[src/logic/sscp_pkg.sv]
// sscp_pkg.sv: constants and types of the serial command port
// assumes: imported whole by sscp_port and sscp_nvm, not by sscp_sync
package sscp_pkg;

  // frame layout
  localparam int FRAME_BITS = 32;
  localparam int OPC_BITS   = 8;
  localparam int ADDR_BITS  = 8;
  localparam int DATA_BITS  = 16;
  localparam int TEMP_BITS  = 12;
  localparam int CNT_W      = 6;
  localparam int ECHO_TAP   = 7;

  // counts of rising link clock edges since select fell
  localparam logic [CNT_W-1:0] CNT_OPC_LAST   = 6'h07;
  localparam logic [CNT_W-1:0] CNT_ECHO_FIRST = 6'h08;
  localparam logic [CNT_W-1:0] CNT_ADDR_LAST  = 6'h0F;
  localparam logic [CNT_W-1:0] CNT_ADDR_DONE  = 6'h10;
  localparam logic [CNT_W-1:0] CNT_RD_LOAD    = 6'h17;
  localparam logic [CNT_W-1:0] CNT_RD_FIRST   = 6'h18;
  localparam logic [CNT_W-1:0] CNT_FRAME      = 6'h20;
  localparam logic [CNT_W-1:0] CNT_MAX        = 6'h3F;

  // opcode masks and match values
  localparam logic [7:0] OPM_REG_WR = 8'h74;
  localparam logic [7:0] OPV_REG_WR = 8'h50;
  localparam logic [7:0] OPM_REG_RD = 8'h7C;
  localparam logic [7:0] OPV_REG_RD = 8'h48;
  localparam logic [7:0] OPM_NVM_WR = 8'hF0;
  localparam logic [7:0] OPV_NVM_WR = 8'h10;
  localparam logic [7:0] OPM_NVM_ER = 8'hE0;
  localparam logic [7:0] OPV_NVM_ER = 8'h20;
  localparam logic [7:0] OPM_NVM_RD = 8'h78;
  localparam logic [7:0] OPV_NVM_RD = 8'h08;
  localparam logic [7:0] OPM_BLK_WR = 8'hF0;
  localparam logic [7:0] OPV_BLK_WR = 8'h90;
  localparam logic [7:0] OPM_BLK_ER = 8'hE0;
  localparam logic [7:0] OPV_BLK_ER = 8'hA0;

  // internal register map
  localparam logic [7:0]  ADDR_OBJ    = 8'h09;
  localparam logic [7:0]  ADDR_AMB    = 8'h0A;
  localparam logic [7:0]  ADDR_KEY    = 8'h10;
  localparam logic [7:0]  ADDR_PUMP   = 8'h18;
  localparam logic [15:0] UNLOCK_VAL  = 16'hB200;
  localparam logic [15:0] PUMP_ON_VAL = 16'h0065;
  localparam logic [15:0] WORD_RESET  = 16'h0000;

  // temperature word fields
  localparam int TEMP_MSB  = 15;
  localparam int TEMP_LSB  = 4;
  localparam int BIT_HIGH  = 3;
  localparam int BIT_LOW   = 2;
  localparam int BIT_FATAL = 1;
  localparam int BIT_RES   = 0;
  localparam logic [11:0] TEMP_FULL = 12'hFFF;
  localparam logic [11:0] TEMP_ZERO = 12'h000;

  // non-volatile store
  localparam int NVM_WORDS = 8;
  localparam logic [15:0] NVM_ERASED = 16'h0000;

  typedef enum logic [2:0] {
    CMD_NONE,
    CMD_REG_WR,
    CMD_REG_RD,
    CMD_NVM_WR,
    CMD_NVM_ER,
    CMD_NVM_RD,
    CMD_BLK_WR,
    CMD_BLK_ER
  } sscp_cmd_t;

  function automatic logic opc_hit(input logic [7:0] op,
                                   input logic [7:0] mask,
                                   input logic [7:0] match);
    opc_hit = (op & mask) == match;
  endfunction

endpackage

[src/logic/sscp_sync.sv]
// sscp_sync.sv: two-stage synchroniser, one per bit
// assumes: inputs arrive from outside the sys_clk domain
`timescale 1ns/1ps
`default_nettype none
module sscp_sync #(
  parameter int             W       = 3,
  parameter logic [W-1:0]   RST_VAL = '0
) (
  input  wire logic         sys_clk,
  input  wire logic         rst,
  input  wire logic         clk_en,
  input  wire logic [W-1:0] async_in,
  output var  logic [W-1:0] sync_out
);

  genvar i;
  generate
    for (i = 0; i < W; i++) begin : g_bit
      logic meta;
      always_ff @(posedge sys_clk) begin
        if (rst) begin
          meta        <= RST_VAL[i];
          sync_out[i] <= RST_VAL[i];
        end else if (clk_en) begin
          meta        <= async_in[i];
          sync_out[i] <= meta;
        end
      end
    end
  endgenerate

endmodule
`default_nettype wire

[src/logic/sscp_nvm.sv]
// sscp_nvm.sv: non-volatile word store, held in flip-flops
// assumes: go is a one-cycle pulse, already gated by the charge pump
`timescale 1ns/1ps
`default_nettype none
module sscp_nvm
  import sscp_pkg::*;
#(
  parameter int WORDS = NVM_WORDS,
  parameter int IW    = (WORDS > 1) ? $clog2(WORDS) : 1
) (
  input  wire logic                 sys_clk,
  input  wire logic                 rst,
  input  wire logic                 clk_en,
  input  wire logic                 go,
  input  wire sscp_cmd_t            op,
  input  wire logic [ADDR_BITS-1:0] addr,
  input  wire logic [DATA_BITS-1:0] wdata,
  output var  logic [DATA_BITS-1:0] rdata
);

  logic [DATA_BITS-1:0] mem [WORDS];
  logic [IW-1:0]        idx;
  logic                 hit;

  assign idx   = IW'(addr);
  assign hit   = int'(addr) < WORDS;
  assign rdata = hit ? mem[idx] : NVM_ERASED;

  genvar i;
  generate
    for (i = 0; i < WORDS; i++) begin : g_word
      logic sel;
      assign sel = hit && (idx == IW'(i));
      always_ff @(posedge sys_clk) begin
        if (rst) begin
          mem[i] <= NVM_ERASED;
        end else if (clk_en && go) begin
          unique case (op)
            CMD_NVM_WR: if (sel) mem[i] <= wdata;
            CMD_NVM_ER: if (sel) mem[i] <= NVM_ERASED;
            CMD_BLK_WR: mem[i] <= wdata;
            CMD_BLK_ER: mem[i] <= NVM_ERASED;
            default: ;
          endcase
        end
      end
    end
  endgenerate
endmodule
`default_nettype wire

[src/logic/sscp_port.sv]
// sscp_port.sv: serial command port of the thermometer interface
// assumes: link pins come from outside the sys_clk domain;
// temperature inputs are logic on sys_clk
//
// Summary of operation
// - a frame is 32 bits: opcode byte, address byte, data word
// - the port is slave only and never drives link clock or select
// - input bit is sampled at each rising link clock while selected
// - write frames echo opcode, address, data high byte 8 bits late
// - select rising before the 32nd clock aborts the command
// - read frames echo the opcode, then give data, no address echo
// - read data is first valid at the 25th rising clock edge
// - opcode X101X0XX writes, X10010XX reads an internal register
// - 0001XXXX programs, 001XXXXX wipes, X0001XXX fetches a word
// - 1001XXXX and 101XXXXX write or wipe the whole store
// - object temperature at 09h, ambient at 0Ah, both readable
// - temperature in bits 15..4, flags high, low, fatal in 3..1
// - ambient above range forces FFFh, below forces 000h, with flag
// - fatal flag is set on an uncorrectable store error
// - bit 0 of each temperature word always reads zero
// - eight sixteen-bit user words can be read and written
// - B200h to register 10h unlocks and freezes temperature words
// - 0065h to register 18h, once unlocked, turns the pump on
`timescale 1ns/1ps
`default_nettype none
module sscp_port
  import sscp_pkg::*;
#(
  parameter int NVM_DEPTH = NVM_WORDS
) (
  input  wire logic                 sys_clk,
  input  wire logic                 rst,
  input  wire logic                 clk_en,
  input  wire logic                 sclk,
  input  wire logic                 select_n,
  input  wire logic                 serial_in,
  output var  logic                 serial_out,
  input  wire logic [TEMP_BITS-1:0] obj_temp_in,
  input  wire logic [TEMP_BITS-1:0] amb_temp_in,
  input  wire logic                 amb_above_max,
  input  wire logic                 amb_below_min,
  input  wire logic                 temp_update,
  input  wire logic                 nvm_uncorrectable,
  output var  logic [DATA_BITS-1:0] object_temp_word,
  output var  logic [DATA_BITS-1:0] ambient_temp_word,
  output var  logic                 nvm_unlocked,
  output var  logic                 charge_pump_on
);

  // link pins into the clock domain
  logic [2:0] pins_sync;
  logic       s_sclk;
  logic       select_n_s;
  logic       s_sdi;

  sscp_sync #(
    .W       (3),
    .RST_VAL (3'h2)
  ) u_sync (
    .sys_clk  (sys_clk),
    .rst      (rst),
    .clk_en   (clk_en),
    .async_in ({sclk, select_n, serial_in}),
    .sync_out (pins_sync)
  );

  assign s_sclk     = pins_sync[2];
  assign select_n_s = pins_sync[1];
  assign s_sdi      = pins_sync[0];

  // edge finding
  logic sclk_d;
  logic select_n_d;
  logic sclk_rise;
  logic sclk_fall;
  logic sel_fall;
  logic sel_rise;
  logic selected;

  always_ff @(posedge sys_clk) begin
    if (rst) begin
      sclk_d     <= 1'b0;
      select_n_d <= 1'b1;
    end else if (clk_en) begin
      sclk_d     <= s_sclk;
      select_n_d <= select_n_s;
    end
  end

  assign selected  = ~select_n_s;
  assign sclk_rise = s_sclk & ~sclk_d;
  assign sclk_fall = ~s_sclk & sclk_d;
  assign sel_fall  = ~select_n_s & select_n_d;
  assign sel_rise  = select_n_s & ~select_n_d;

  // frame reception
  logic [CNT_W-1:0]      bit_cnt;
  logic [FRAME_BITS-1:0] shreg;
  logic [OPC_BITS-1:0]   opc_q;
  logic [ADDR_BITS-1:0]  addr_q;
  logic                  take_bit;

  assign take_bit = selected && sclk_rise;

  always_ff @(posedge sys_clk) begin
    if (rst) begin
      bit_cnt <= '0;
    end else if (clk_en) begin
      if (sel_fall)
        bit_cnt <= '0;
      else if (take_bit && bit_cnt != CNT_MAX)
        bit_cnt <= bit_cnt + 1'b1;
    end
  end

  always_ff @(posedge sys_clk) begin
    if (rst) begin
      shreg <= '0;
    end else if (clk_en && take_bit) begin
      shreg <= {shreg[FRAME_BITS-2:0], s_sdi};
    end
  end

  always_ff @(posedge sys_clk) begin
    if (rst) begin
      opc_q  <= '0;
      addr_q <= '0;
    end else if (clk_en && take_bit) begin
      if (bit_cnt == CNT_OPC_LAST)
        opc_q <= {shreg[OPC_BITS-2:0], s_sdi};
      if (bit_cnt == CNT_ADDR_LAST)
        addr_q <= {shreg[ADDR_BITS-2:0], s_sdi};
    end
  end

  // opcode decode, patterns are disjoint
  sscp_cmd_t cmd;
  logic      is_read;
  logic      is_prog;

  assign cmd =
    opc_hit(opc_q, OPM_REG_WR, OPV_REG_WR) ? CMD_REG_WR :
    opc_hit(opc_q, OPM_REG_RD, OPV_REG_RD) ? CMD_REG_RD :
    opc_hit(opc_q, OPM_NVM_WR, OPV_NVM_WR) ? CMD_NVM_WR :
    opc_hit(opc_q, OPM_NVM_ER, OPV_NVM_ER) ? CMD_NVM_ER :
    opc_hit(opc_q, OPM_NVM_RD, OPV_NVM_RD) ? CMD_NVM_RD :
    opc_hit(opc_q, OPM_BLK_WR, OPV_BLK_WR) ? CMD_BLK_WR :
    opc_hit(opc_q, OPM_BLK_ER, OPV_BLK_ER) ? CMD_BLK_ER :
    CMD_NONE;

  assign is_read = (cmd == CMD_REG_RD) || (cmd == CMD_NVM_RD);
  assign is_prog = (cmd == CMD_NVM_WR) || (cmd == CMD_NVM_ER)
                || (cmd == CMD_BLK_WR) || (cmd == CMD_BLK_ER);

  // only a full frame ends in execution
  logic                 exec;
  logic [DATA_BITS-1:0] frame_data;

  assign exec       = sel_rise && (bit_cnt == CNT_FRAME);
  assign frame_data = shreg[DATA_BITS-1:0];

  // internal control registers
  logic [DATA_BITS-1:0] key_q;
  logic [DATA_BITS-1:0] pump_q;
  logic                 reg_wr;

  assign reg_wr = exec && (cmd == CMD_REG_WR);

  always_ff @(posedge sys_clk) begin
    if (rst) begin
      key_q  <= WORD_RESET;
      pump_q <= WORD_RESET;
    end else if (clk_en && reg_wr) begin
      if (addr_q == ADDR_KEY)
        key_q <= frame_data;
      if (addr_q == ADDR_PUMP)
        pump_q <= frame_data;
    end
  end

  assign nvm_unlocked   = key_q == UNLOCK_VAL;
  assign charge_pump_on = nvm_unlocked && (pump_q == PUMP_ON_VAL);

  // store access, programming needs the pump
  logic                 nvm_go;
  logic [DATA_BITS-1:0] nvm_rdata;

  assign nvm_go = exec && is_prog && charge_pump_on;

  sscp_nvm #(
    .WORDS (NVM_DEPTH)
  ) u_nvm (
    .sys_clk (sys_clk),
    .rst     (rst),
    .clk_en  (clk_en),
    .go      (nvm_go),
    .op      (cmd),
    .addr    (addr_q),
    .wdata   (frame_data),
    .rdata   (nvm_rdata)
  );

  // temperature words
  logic                 fatal_q;
  logic [TEMP_BITS-1:0] obj_field;
  logic [TEMP_BITS-1:0] amb_field;
  logic [DATA_BITS-1:0] next_obj_word;
  logic [DATA_BITS-1:0] next_amb_word;

  always_ff @(posedge sys_clk) begin
    if (rst)
      fatal_q <= 1'b0;
    else if (clk_en && nvm_uncorrectable)
      fatal_q <= 1'b1;
  end

  // ambient out of range overrides both words
  assign obj_field = amb_above_max ? TEMP_FULL :
                     amb_below_min ? TEMP_ZERO : obj_temp_in;
  assign amb_field = amb_above_max ? TEMP_FULL :
                     amb_below_min ? TEMP_ZERO : amb_temp_in;

  assign next_obj_word = {obj_field, amb_above_max, amb_below_min,
                          fatal_q, 1'b0};
  assign next_amb_word = {amb_field, amb_above_max, amb_below_min,
                          fatal_q, 1'b0};

  always_ff @(posedge sys_clk) begin
    if (rst) begin
      object_temp_word  <= WORD_RESET;
      ambient_temp_word <= WORD_RESET;
    end else if (clk_en && temp_update && !nvm_unlocked) begin
      object_temp_word  <= next_obj_word;
      ambient_temp_word <= next_amb_word;
    end
  end

  // read source
  logic [DATA_BITS-1:0] reg_rd_val;
  logic [DATA_BITS-1:0] read_val;

  assign reg_rd_val =
    (addr_q == ADDR_OBJ)  ? object_temp_word  :
    (addr_q == ADDR_AMB)  ? ambient_temp_word :
    (addr_q == ADDR_KEY)  ? key_q  :
    (addr_q == ADDR_PUMP) ? pump_q : WORD_RESET;

  assign read_val = (cmd == CMD_REG_RD) ? reg_rd_val :
                    (cmd == CMD_NVM_RD) ? nvm_rdata  : WORD_RESET;

  // serial output, changed on falling clock
  logic [DATA_BITS-1:0] rd_shift;
  logic                 in_echo;
  logic                 in_gap;
  logic                 in_data;
  logic                 next_sdo;

  assign in_echo = (bit_cnt >= CNT_ECHO_FIRST) && (bit_cnt < CNT_FRAME);
  assign in_gap  = is_read && (bit_cnt >= CNT_ADDR_DONE)
                && (bit_cnt < CNT_RD_FIRST);
  assign in_data = is_read && (bit_cnt >= CNT_RD_FIRST);

  assign next_sdo = in_data ? rd_shift[DATA_BITS-1] :
                    in_gap  ? 1'b0 :
                    in_echo ? shreg[ECHO_TAP] :
                    1'b0;

  always_ff @(posedge sys_clk) begin
    if (rst) begin
      rd_shift <= WORD_RESET;
    end else if (clk_en && selected) begin
      if (sclk_rise && bit_cnt == CNT_RD_LOAD)
        rd_shift <= read_val;
      else if (sclk_fall && in_data)
        rd_shift <= {rd_shift[DATA_BITS-2:0], 1'b0};
    end
  end

  always_ff @(posedge sys_clk) begin
    if (rst)
      serial_out <= 1'b0;
    else if (clk_en && !selected)
      serial_out <= 1'b0;
    else if (clk_en && sclk_fall)
      serial_out <= next_sdo;
  end
endmodule
`default_nettype wire

[config.mk]
export PLATFORM = sky130hd
export DESIGN_NAME = sscp_port
export DESIGN_NICKNAME = d
export VERILOG_FILES = /design/src/logic/sscp_pkg.sv /design/src/logic/sscp_sync.sv /design/src/logic/sscp_nvm.sv /design/src/logic/sscp_port.sv
export SDC_FILE = /design/constraint.sdc
export NUM_CORES = 1
export LEC_CHECK = 0
export ABC_AREA = 0
export ABC_CLOCK_PERIOD_IN_PS = 5700
export BUFFER_PORTS_ARGS = -buffer_cell sky130_fd_sc_hd__buf_4
export CAP_MARGIN = 15
export CORE_ASPECT_RATIO = 0.7
export CORE_MARGIN = 2
export CORE_UTILIZATION = 40
export DETAILED_ROUTE_END_ITERATION = 7
export SYNTH_ARGS = -nofsm -noshare
export SYNTH_HDL_FRONTEND = slang
export SYNTH_SLANG_ARGS = --single-unit
[constraint.sdc]
create_clock -name sys_clk -period 5.7 [get_ports sys_clk]
set_input_delay 0.285 -clock sys_clk [delete_from_list [all_inputs] [get_ports sys_clk]]
set_output_delay 0.285 -clock sys_clk [all_outputs]
set_load 0.05 [all_outputs]
==> qor_table.md, run 1 <==
| Group | Item | Reported |
| --- | --- | --- |
| synth | Number of synthesized register bits | 252 |
| place | DP Area | 12400 sq um |
| setup path | Highest fanout seen on the critical path | 16 |
| die | Top Ports | 69 |
| synth | Leading area contributor after synthesis | edfxtp_1 |
| layout | Antenna Cells | 0 |
| cts | Maximum buffer depth of the clock tree | 3 |
| die | Horizontal die dimension | 209 um |
| pwr | Power Total | 3.86 mW |
| pwr | Max IR drop VDD | 208 uV |
| detailed routing | DRT iter0 DRCs | 915 |
| die | Die area | 30700 sq um |
| cts | Number of clock sinks seen by CTS | 252 |
| detailed routing | Average routed wire per standard cell | 22.2 um |
| synth | Share of synthesized flip-flops with an asynchronous set or reset | 0% |
| timing | Final setup vio count | 0 |
| place | Final weighted congestion of routability-driven global placement | 0.860 |
| detailed routing | DRC violation count after routing | 0 |
| cts | Clock slew at reported path FFs | 0.07 ns |
| global routing | Initial antenna violation count | 1 |
| global routing | Maximum number of pins on one net before global-route repair | 66 |
| detailed routing | Detailed-router iteration count before antenna repair | 5 |
| die | Initial standard-cell utilization of the core | 40.6% |
| timing | Setup repair after global routing missed its margin | no |
| outcome | Result of the run | completed |
| timing | Setup WS post-layout | 2.12 ns |
| timing | Count of pins over their slew limit | 0 |
| min path | Path class of the lowest-slack min-delay path | primary input to flop |
| layout | Number of nets in the final layout | 1096 |
| place | Final HPWL DP | 21.8 mm |
| synth | Post-synthesis instance total | 1052 |
| die | Die height | 147 um |
| setup path | Startpoint of the most critical register-to-register path | key_q[12] |
| timing | Transition time at the pin with the least slew margin | 1.15 ns |
| synth | Post-synth EDFFs | 128 |
| cts | Buffer cell driving the clock tree root | clkbuf_16 |
| min path | Cell depth of the worst hold path | 3 |
| synth | Yosys cell types | 66 |
| pwr | Power per cell area | 292 nW/um^2 |
| synth | Count leader, synth | edfxtp_1 |
| setup path | Critical Path AT | 3.75 ns |
| global routing | Combined global-route utilization of all metal layers | 20.7% |
| synth | Synth area leaders | edfxtp_1 33%, dfxtp_1 21%, mux4_2 6.1%, mux2i_1 4.8%, and3_1 3.6% |
| cts | Number of buffers added by the clock tree synthesis step | 25 |
| cts | Insertion delay of the later-clocked pin in the worst-skew pair | 0.54 ns |
| place | Count of input and output buffers | 66 |
| detailed routing | Vias per cell | 5.66 |
| layout | Fraction of layout cells with a size suffix above 1 | 17.4% |
| layout | # fillers | 2660 |
| synth | Share of the yosys chip area belonging to registers | 53.9% |
| pwr | Static leakage | 4.67 nW |
| layout | Layout Utilization | 45.8% |
| global routing | Wire length of the first global-routing pass | 48.4 mm |
| cts | Hold-fix buffers, CTS | 3 |
| cts | Level count of the clock H-tree | 1 |
| global routing | Gr ovfl total | 0 |
| cts | Clock tree from TritonCTS | built |
| detailed routing | Overall via count from detail_route | 8230 |
| timing | Peak clock frequency supported by timing | 279 MHz |
| place | Post-Place Cells | 1408 |
| timing | Clock Skews | 0.0216 ns |
| cts | Setup fix buffers added after clock tree synthesis | 0 |
| setup path | Kind of start point of the critical path | flop |
| global routing | Vias in the first global route | 7526 |
| setup path | Critical Path Sink Type | flop |
| place | Setup WS pre-CTS | 2.17 ns |
| detailed routing | Aggregate routed wire length | 32.3 mm |
| min path | Endpoint of the worst hold path | u_sync.g_bit[2].meta |
| timing | Worst hold slack across all endpoints | 0.00454 ns |
| synth | Post-synth top area share | 32.8% |
| die | Number of placement rows | 52 |
| synth | Most frequently used flop master after synthesis | edfxtp_1 |
| timing | Final Hold Vio Count | 0 |
| job | Max-capacitance violation count | 0 |
| min path | Hold path startpoint | sclk |
| layout | Non-filler instance count after layout | 1455 |
| timing | Max transition margin | 23.2% |
| cts | Resize count post-CTS | 0 |
| layout | Area grow syn2layout | 12.8% |
| timing | Final critical-path share of the clock period | 62.9% |
| layout | Final non-filler cell area | 13200 sq um |
| timing | Setup TNS | 0 ns |
| synth | List of most frequent post-synthesis cells | 128 x edfxtp_1, 124 x dfxtp_1, 106 x nor2_1 |
| setup path | Req. time, crit path | 5.86 ns |
| synth | Warnings, synthesis | 0 |
| setup path | Register-to-Register Path Depth | 5 |
| timing | Final period demand of the worst path | 3.58 ns |
| detailed routing | DRT antenna net count | 0 |
| synth | Mapped cell area | 11700 sq um |
| die | Placeable core area | 28900 sq um |
| setup path | Slack of the worst reg-to-reg path | 2.12 ns |
| synth | Average footprint of a synthesized cell | 11.1 sq um |
| layout | Footprint of the flip-flops and latches | 6330 sq um |
| setup path | Endpoint of the worst-slack reg-to-reg timing path | u_nvm.mem[4][12] |
| layout | Footprint of the multi-input gates | 4950 sq um |
| setup path | Type of the worst setup path | flop to flop |
==> power breakdown <==
| part | total (mW) | switching (mW) | internal, mW |
|---|---|---|---|
| clock | 1.66 | 0.693 | 0.970 |
| sequential | 1.99 | 0.0325 | 1.96 |
| combinational | 0.202 | 0.130 | 0.0720 |
==> critical path: stages, from the launching register on <==
cell	delay [ns]
dfxtp_1	0.35
nor4bb_1	0.45
nand4_1	0.46
nor3b_4	0.67
a31oi_1	0.53
nand2_1	0.74
==> worst max path at each step <==
stage,to,slack (ns),from
finish,u_nvm.mem[4][12],2.12,key_q[12]
CTS,u_nvm.mem[4][8],2.14,bit_cnt[3]
global placement,u_nvm.mem[4][12],2.26,bit_cnt[3]
floorplan,u_nvm.mem[0][0],1.84,bit_cnt[3]
global route,u_nvm.mem[4][4],1.89,bit_cnt[3]
detailed placement,u_nvm.mem[4][10],2.17,bit_cnt[3]
==> cell type report <==
| cell class | instances | share of cell area (%) |
|---|---|---|
| Clock buffer | 39 | 5.83 |
| Inverter | 7 | 0.199 |
| Sequential cell | 252 | 47.8 |
| Tap cell | 378 | 3.58 |
| Clock inverter | 5 | 0.378 |
| Timing Repair Buffer | 83 | 4.77 |
| Multi-Input combinational cell | 691 | 37.4 |
==> cell families (layout without fill, tap and decap cells) <==
family          count (synthesis)  in the layout  synth area share (%)
flops                         252            252                  53.9
mux                           105            105                  12.6
other cells                     1              2                0.0320
compound gates                169            169                  9.71
buf+inv                       110            134                  4.52
xor+xnor                        4              4                 0.299
simple gates                  409            409                  18.7
fa+ha+maj                       2              2                 0.213
==> registers in the layout (all words and copies together) (netlist names), named ones only <==
| register | flops |
|---|---|
| pump_q | 16 |
| object_temp_word | 12 |
| sclk_d | 1 |
| addr_q | 8 |
| u_nvm.mem | 128 |
| u_sync.g_bit.meta | 3 |
| u_sync.sync_out | 3 |
| bit_cnt | 6 |
| select_n_d | 1 |
| key_q | 16 |
| ambient_temp_word | 15 |
| shreg | 16 |
| fatal_q | 1 |
| serial_out | 1 |
| rd_shift | 16 |
| opc_q | 6 |
==> metal layers <==
| layer | up-vias | wire length [um] | part of all wire, % | track usage (%) |
|---|---|---|---|---|
| met2 | 227 | 13100 | 41 | 27.8 |
| met3 | 30 | 2180 | 6.7 | 3.40 |
| li1 | 3873 | - | - | - |
| met1 | 4100 | 16600 | 51 | 34.8 |
| met4 | 0 | 464 | 1.4 | 3.00 |
| met5 | - | 0 | 0 | 0 |
==> placed cells by master (no fill, tap or decap), drive strengths merged, types with 4 or more instances in the layout <==
cell | synthesis | routed
edfxtp | 128 | 128
dfxtp | 124 | 124
nor2 | 106 | 106
nand2 | 80 | 80
buf | 33 | 80
a21oi | 70 | 70
and3 | 67 | 67
mux2i | 56 | 56
nor2b | 54 | 54
clkbuf | 70 | 39
mux4 | 32 | 32
a211oi | 25 | 25
a2111oi | 19 | 19
nor3 | 19 | 19
and2 | 17 | 17
mux2 | 17 | 17
nor4 | 12 | 12
nand3 | 10 | 10
nor3b | 10 | 10
a22oi | 9 | 9
inv | 7 | 8
o21ai | 8 | 8
nand4 | 7 | 7
nand2b | 6 | 6
o22ai | 6 | 6
a31oi | 5 | 5
nor4bb | 5 | 5
xnor2 | 4 | 4
Power figures use the tool's default switching activity.
==> run 2: changes to the inputs <==
--- a/config.mk
+++ b/config.mk
@@ -6,7 +6,7 @@
 export NUM_CORES = 1
 export LEC_CHECK = 0
 export ABC_AREA = 0
-export ABC_CLOCK_PERIOD_IN_PS = 5700
+export ABC_CLOCK_PERIOD_IN_PS = 3300
 export BUFFER_PORTS_ARGS = -buffer_cell sky130_fd_sc_hd__buf_4
 export CAP_MARGIN = 15
 export CORE_ASPECT_RATIO = 0.7
==> constraint.sdc (replaced) <==
create_clock -name sys_clk -period 3.3 [get_ports sys_clk]
set_input_delay 0.165 -clock sys_clk [delete_from_list [all_inputs] [get_ports sys_clk]]
set_output_delay 0.165 -clock sys_clk [all_outputs]
set_load 0.05 [all_outputs]
==> qor_table.md, run 2 (synthesis gave the netlist of run 1 again) <==
| Group | Item | Reported |
| --- | --- | --- |
| layout | Most common cell after layout, fill and taps aside | edfxtp_1 |
| setup path | Startpoint of the most critical register-to-register path | key_q[12] |
| pwr | Flop pwr share | 50.9% |
| layout | Area grow syn2layout | 16.1% |
| cts | Resize count post-CTS | 0 |
| layout | Most used cells in the layout excluding fill and tap cells | 128 x edfxtp_1, 123 x dfxtp_1, 107 x buf_4 |
| setup path | Req. time, crit path | 3.69 ns |
| detailed routing | DRT antenna net count | 0 |
| setup path | Type of the worst setup path | flop to flop |
| min path | Hold path startpoint | obj_temp_in[5] |
| pwr | Static leakage | 4.89 nW |
| setup path | Critical path launch point | key_q[12] |
| detailed routing | Detailed-router iteration count before antenna repair | 5 |
| pwr | Cell internal pwr | 5.23 mW |
| detailed routing | Aggregate routed wire length | 32.6 mm |
| die | Initial standard-cell utilization of the core | 40.6% |
| timing | Peak clock frequency supported by timing | 352 MHz |
| die | Placeable core area | 28900 sq um |
| timing | Final setup vio count | 0 |
| layout | Footprint of the multi-input gates | 4950 sq um |
| layout | Register with the most flip-flops | u_nvm.mem |
| global routing | Gr ovfl total | 0 |
| cts | Clock slew at reported path FFs | 0.07 ns |
| cts | Clock tree from TritonCTS | built |
| layout | Antenna Cells | 0 |
| timing | Final period demand of the worst path | 2.84 ns |
| pwr | Part of the power in the clock network | 43.4% |
| detailed routing | Vias per cell | 5.72 |
| global routing | Global routing met2 resource utilization | 28.0% |
| global routing | Met1 Resource Use GR | 35.4% |
| pwr | Combinational power share | 5.6% |
| detailed routing | DRT iter0 DRCs | 891 |
| cts | Insertion delay of the later-clocked pin in the worst-skew pair | 0.54 ns |
| place | Count of input and output buffers | 66 |
| global routing | Most used routing layer in global routing | met1 |
| die | Horizontal die dimension | 209 um |
| cts | Buffer cell driving the clock tree root | clkbuf_16 |
| setup path | Worst path buffer plus inverter count | 2 |
| global routing | Vias in the first global route | 7973 |
| die | Die area | 30700 sq um |
| timing | Setup repair after global routing missed its margin | no |
| pwr | Max IR drop VDD | 280 uV |
| global routing | Combined global-route utilization of all metal layers | 21.1% |
| setup path | Kind of start point of the critical path | flop |
| timing | Setup WS post-layout | 0.458 ns |
| job | Max-capacitance violation count | 0 |
| layout | Flip-flop count of the largest register after layout | 128 |
| global routing | Initial antenna violation count | 1 |
| timing | Transition time at the pin with the least slew margin | 0.961 ns |
| timing | Clock Skews | 0.0268 ns |
| timing | Max transition margin | 35.9% |
| setup path | Critical Path AT | 3.23 ns |
| setup path | Max stage delay on crit path | 0.57 ns |
| die | Number of placement rows | 52 |
| die | Top Ports | 69 |
| layout | Number of nets in the final layout | 1137 |
| cts | Number of buffers added by the clock tree synthesis step | 25 |
| setup path | Highest fanout seen on the critical path | 16 |
| detailed routing | DRC violation count after routing | 0 |
| pwr | Power per cell area | 496 nW/um^2 |
| min path | Path class of the lowest-slack min-delay path | primary input to flop |
| detailed routing | Overall via count from detail_route | 8563 |
| cts | Number of clock sinks seen by CTS | 252 |
| layout | Fraction of layout cells with a size suffix above 1 | 19.7% |
| layout | # fillers | 2618 |
| layout | Layout Utilization | 47.1% |
| pwr | Net load switching power | 1.52 mW |
| setup path | Critical path's most frequent cell | buf_4 |
| place | Final HPWL DP | 21.9 mm |
| place | Setup WS pre-CTS | 0.500 ns |
| setup path | Critical Path, Cell by Cell | nor4bb_1, nand4_1, buf_4, nor3b_4, buf_4, a32o_2, and3_1 |
| detailed routing | Average routed wire per standard cell | 21.8 um |
| outcome | Result of the run | completed |
| cts | Maximum buffer depth of the clock tree | 3 |
| global routing | GRT met3 Usage | 3.83% |
| place | Final weighted congestion of routability-driven global placement | 0.822 |
| timing | Count of pins over their slew limit | 0 |
| global routing | Wire length of the first global-routing pass | 49.9 mm |
| setup path | CP max stage cell | nor4bb_1 |
| layout | Footprint of the flip-flops and latches | 6330 sq um |
| die | Die height | 147 um |
| cts | Level count of the clock H-tree | 1 |
| setup path | Critical Path Sink Type | flop |
| global routing | Maximum number of pins on one net before global-route repair | 65 |
| setup path | Kind of cell with the highest combined delay on the critical path | simple AND/OR/NAND/NOR gates |
| pwr | Sw Ratio | 22.5% |
| timing | Final critical-path share of the clock period | 86.1% |
| timing | Final Hold Vio Count | 0 |
run 2: changes by cell type in the layout (fill, tap and decap cells not counted), moves of 2 or more:
cell / delta
clkinv_1: -2
clkinv_2: +4
dlygate4sd3_1: +13
buf_4: +27
clkbuf_1: -5
run 2: cell type report:
class | instances | share of cell area [%]
repair buffers | 124 | 7.22
multi-input cells | 691 | 36.4
clock inverters | 9 | 0.561
well taps | 378 | 3.47
inverters | 7 | 0.193
flip-flops and latches | 252 | 46.5
clock buffers | 36 | 5.66
run 2: tightest hold or removal path, cell delays in order:
cell	delay [ns]
buf_4	0.11
a21oi_1	0.13
a211oi_1	0.08
run 2: power by group through the flow:
| stage | registers (mW) | clock network [mW] | logic, mW |
|---|---|---|---|
| floorplan | 3.56 | 0 | 0.158 |
| global placement | 3.51 | 0 | 0.363 |
| detailed placement | 3.51 | 0 | 0.367 |
| CTS | 3.44 | 2.97 | 0.382 |
| global route | 3.45 | 3.10 | 0.406 |
| finish | 3.44 | 2.93 | 0.381 |
run 2: metal layers:
layer	vias up	part of all wire [%]	routed length, um
met5	-	0	0
met4	0	1.0	340
met3	28	7.2	2340
met2	281	40	13100
met1	4282	51	16800
li1	3972	-	-
run 2: repair_timing:
item / CTS / global route
hold buffers: 16 / 0
setup buffers: 0 / 0
hold endpoints to repair: 16 / 0
run 2: final timing paths:
| check | end | slack, ns | depth (start not counted) |
|---|---|---|---|
| worst max-delay path | u_nvm.mem[5][8] | 0.46 | 7 |
| worst min-delay path | object_temp_word[9] | 0.009 | 3 |
| worst max register to register | u_nvm.mem[5][8] | 0.46 | 7 |
| worst min register to register | pump_q[5] | 0.48 | 2 |
run 2: through the flow:
| stage | power [mW] | setup TNS, ns | hold WS, ns | area, sq um | cells |
|---|---|---|---|---|---|
| finish | 6.75 | 0 | 0.00916 | 13600 | 1497 |
| detailed placement | 3.87 | 0 | 0.408 | 12600 | 1436 |
| floorplan | 3.72 | -6.11 | 0.293 | 11700 | 1053 |
| global placement | 3.87 | 0 | 0.387 | 12600 | 1436 |
| global route | 6.95 | 0 | 0.0202 | 13600 | 1497 |
| CTS | 6.80 | 0 | 0.000906 | 13600 | 1497 |
==> run 3: changes to the inputs <==
--- a/config.mk
+++ b/config.mk
@@ -6,7 +6,7 @@
 export NUM_CORES = 1
 export LEC_CHECK = 0
 export ABC_AREA = 0
-export ABC_CLOCK_PERIOD_IN_PS = 3300
+export ABC_CLOCK_PERIOD_IN_PS = 2400
 export BUFFER_PORTS_ARGS = -buffer_cell sky130_fd_sc_hd__buf_4
 export CAP_MARGIN = 15
 export CORE_ASPECT_RATIO = 0.7
==> constraint.sdc (replaced) <==
create_clock -name sys_clk -period 2.4 [get_ports sys_clk]
set_input_delay 0.12 -clock sys_clk [delete_from_list [all_inputs] [get_ports sys_clk]]
set_output_delay 0.12 -clock sys_clk [all_outputs]
set_load 0.05 [all_outputs]
==> qor_table.md, run 3 (synthesis gave the netlist of run 1 again) <==
| Group | Item | Reported |
| --- | --- | --- |
| layout | Fraction of layout cells with a size suffix above 1 | 28.2% |
| setup path | Req. time, crit path | 2.66 ns |
| layout | Most common cell after layout, fill and taps aside | buf_4 |
| timing | Max transition margin | 49.4% |
| cts | Number of buffers added by the clock tree synthesis step | 25 |
| die | Horizontal die dimension | 209 um |
| detailed routing | Average routed wire per standard cell | 21.3 um |
| timing | Final critical-path share of the clock period | 104% |
| cts | Maximum buffer depth of the clock tree | 3 |
| layout | Area grow syn2layout | 28.9% |
| die | Die height | 147 um |
| detailed routing | Detailed-router iteration count before antenna repair | 5 |
| cts | Clock slew at reported path FFs | 0.07 ns |
| cts | Insertion delay of the later-clocked pin in the worst-skew pair | 0.54 ns |
| setup path | Critical Path Sink Type | flop |
| timing | Count of pins over their slew limit | 0 |
| place | Final weighted congestion of routability-driven global placement | 0.826 |
| detailed routing | DRC violation count after routing | 0 |
| layout | Number of nets in the final layout | 1232 |
| pwr | Max IR drop VDD | 373 uV |
| detailed routing | DRT antenna net count | 0 |
| detailed routing | Overall via count from detail_route | 8872 |
| cts | Number of clock sinks seen by CTS | 252 |
| setup path | Highest fanout seen on the critical path | 8 |
| layout | Antenna Cells | 0 |
| timing | Worst hold slack across all endpoints | 0.0391 ns |
| outcome | Result of the run | finished, violations left |
| die | Die area | 30700 sq um |
| timing | Final setup vio count | 99 |
| cts | Level count of the clock H-tree | 1 |
| global routing | Combined global-route utilization of all metal layers | 21.2% |
| global routing | Wire length of the first global-routing pass | 50.2 mm |
| detailed routing | DRT iter0 DRCs | 774 |
| timing | Setup repair after global routing missed its margin | yes |
| layout | Most used cells in the layout excluding fill and tap cells | 147 x buf_4, 128 x edfxtp_1, 118 x dfxtp_1 |
| timing | Setup WS post-layout | -0.102 ns |
| pwr | Static leakage | 5.49 nW |
| detailed routing | Aggregate routed wire length | 33.9 mm |
| die | Top Ports | 69 |
| timing | Setup TNS | -6.38 ns |
| min path | Path class of the lowest-slack min-delay path | primary input to flop |
| timing | Final period demand of the worst path | 2.50 ns |
| global routing | Maximum number of pins on one net before global-route repair | 109 |
| die | Placeable core area | 28900 sq um |
| setup path | Critical Path AT | 2.76 ns |
| detailed routing | Vias per cell | 5.57 |
| global routing | Initial antenna violation count | 0 |
| layout | Layout Utilization | 52.3% |
| outcome | Failing checks | negative setup slack |
| global routing | Vias in the first global route | 8282 |
| timing | Final Hold Vio Count | 0 |
| place | Count of input and output buffers | 66 |
| cts | Clock tree from TritonCTS | built |
| timing | Clock Skews | 0.0170 ns |
| job | Max-capacitance violation count | 0 |
| setup path | Type of the worst setup path | flop to flop |
| timing | Peak clock frequency supported by timing | 400 MHz |
| cts | Buffer cell driving the clock tree root | clkbuf_16 |
| setup path | Kind of start point of the critical path | flop |
| die | Number of placement rows | 52 |
| global routing | Gr ovfl total | 0 |
| place | Final HPWL DP | 22.5 mm |
| layout | Flip-flop count of the largest register after layout | 128 |
| layout | Register with the most flip-flops | u_nvm.mem |
| timing | Transition time at the pin with the least slew margin | 0.758 ns |
| die | Initial standard-cell utilization of the core | 40.6% |
| pwr | Power per cell area | 613 nW/um^2 |
==> run 3: final timing paths <==
kind | from | endpoint | slack, ns | depth (start not counted)
worst max register to register | key_q[8] | u_nvm.mem[6][13] | -0.10 | 8
worst max-delay path | key_q[8] | u_nvm.mem[6][13] | -0.10 | 8
worst min-delay path | amb_above_max | ambient_temp_word[3] | 0.04 | 3
worst min register to register | u_sync.g_bit[1].meta | u_sync.sync_out[1] | 0.47 | 2
==> run 3: critical path, cell delays in order (launching register included) <==
cell and delay (ns):
dfxtp_1 0.34, nor4b_2 0.44, nand4_1 0.20, buf_6 0.18, and4bb_4 0.34, nand3_2 0.09, buf_6 0.15, o21ai_4 0.25
clkbuf_16 0.22
==> run 3: repair_timing <==
| item | 4_1_cts | 5_1_grt |
|---|---|---|
| setup endpoints to repair | 179 | 247 |
| endpoints found under the hold margin | 37 | 0 |
| pin swaps | 6 | 5 |
| gates resized for setup | 13 | 59 |
| buffers inserted | 6 | 5 |
| hold buffers | 33 | 0 |
| gates cloned | 1 | 6 |
==> run 3: layout make-up <==
cell class	instances	area (sq um)
fill	2519	13800
sequential	252	6330
multi-input combinational	692	5310
timing repair buffer	218	2170
clock buffer	37	723
tap	378	473
clock inverter	8	87.6
inverter	7	26.3
==> run 3: per-stage QoR <==
step                setup slack, ns  power, mW  std cells  instance area (sq um)
finish                       -0.102       9.27       1592                  15100
floorplan                    -0.340       5.12       1053                  11900
global route                 -0.141       9.54       1592                  15100
detailed placement           -0.187       5.34       1497                  13400
CTS                         -0.0428       9.31       1582                  14700
global placement             -0.198       5.33       1497                  13400
==> run 3: per-layer routing <==
metal  share of wire (%)  up-vias  wire, um  track usage [%]
met5                   0        -         0                0
met4                 1.6        0       536             3.93
met3                 7.0       36      2360             3.46
met2                  42      268     14200             30.1
met1                  49     4400     16800             33.8
li1                    -     4168         -                -
==> run 3: where the power goes <==
group	total, mW	internal (mW)	switching (mW)
Combinational	0.601	0.255	0.346
Sequential	4.73	4.66	0.0699
Clock	3.94	2.29	1.65
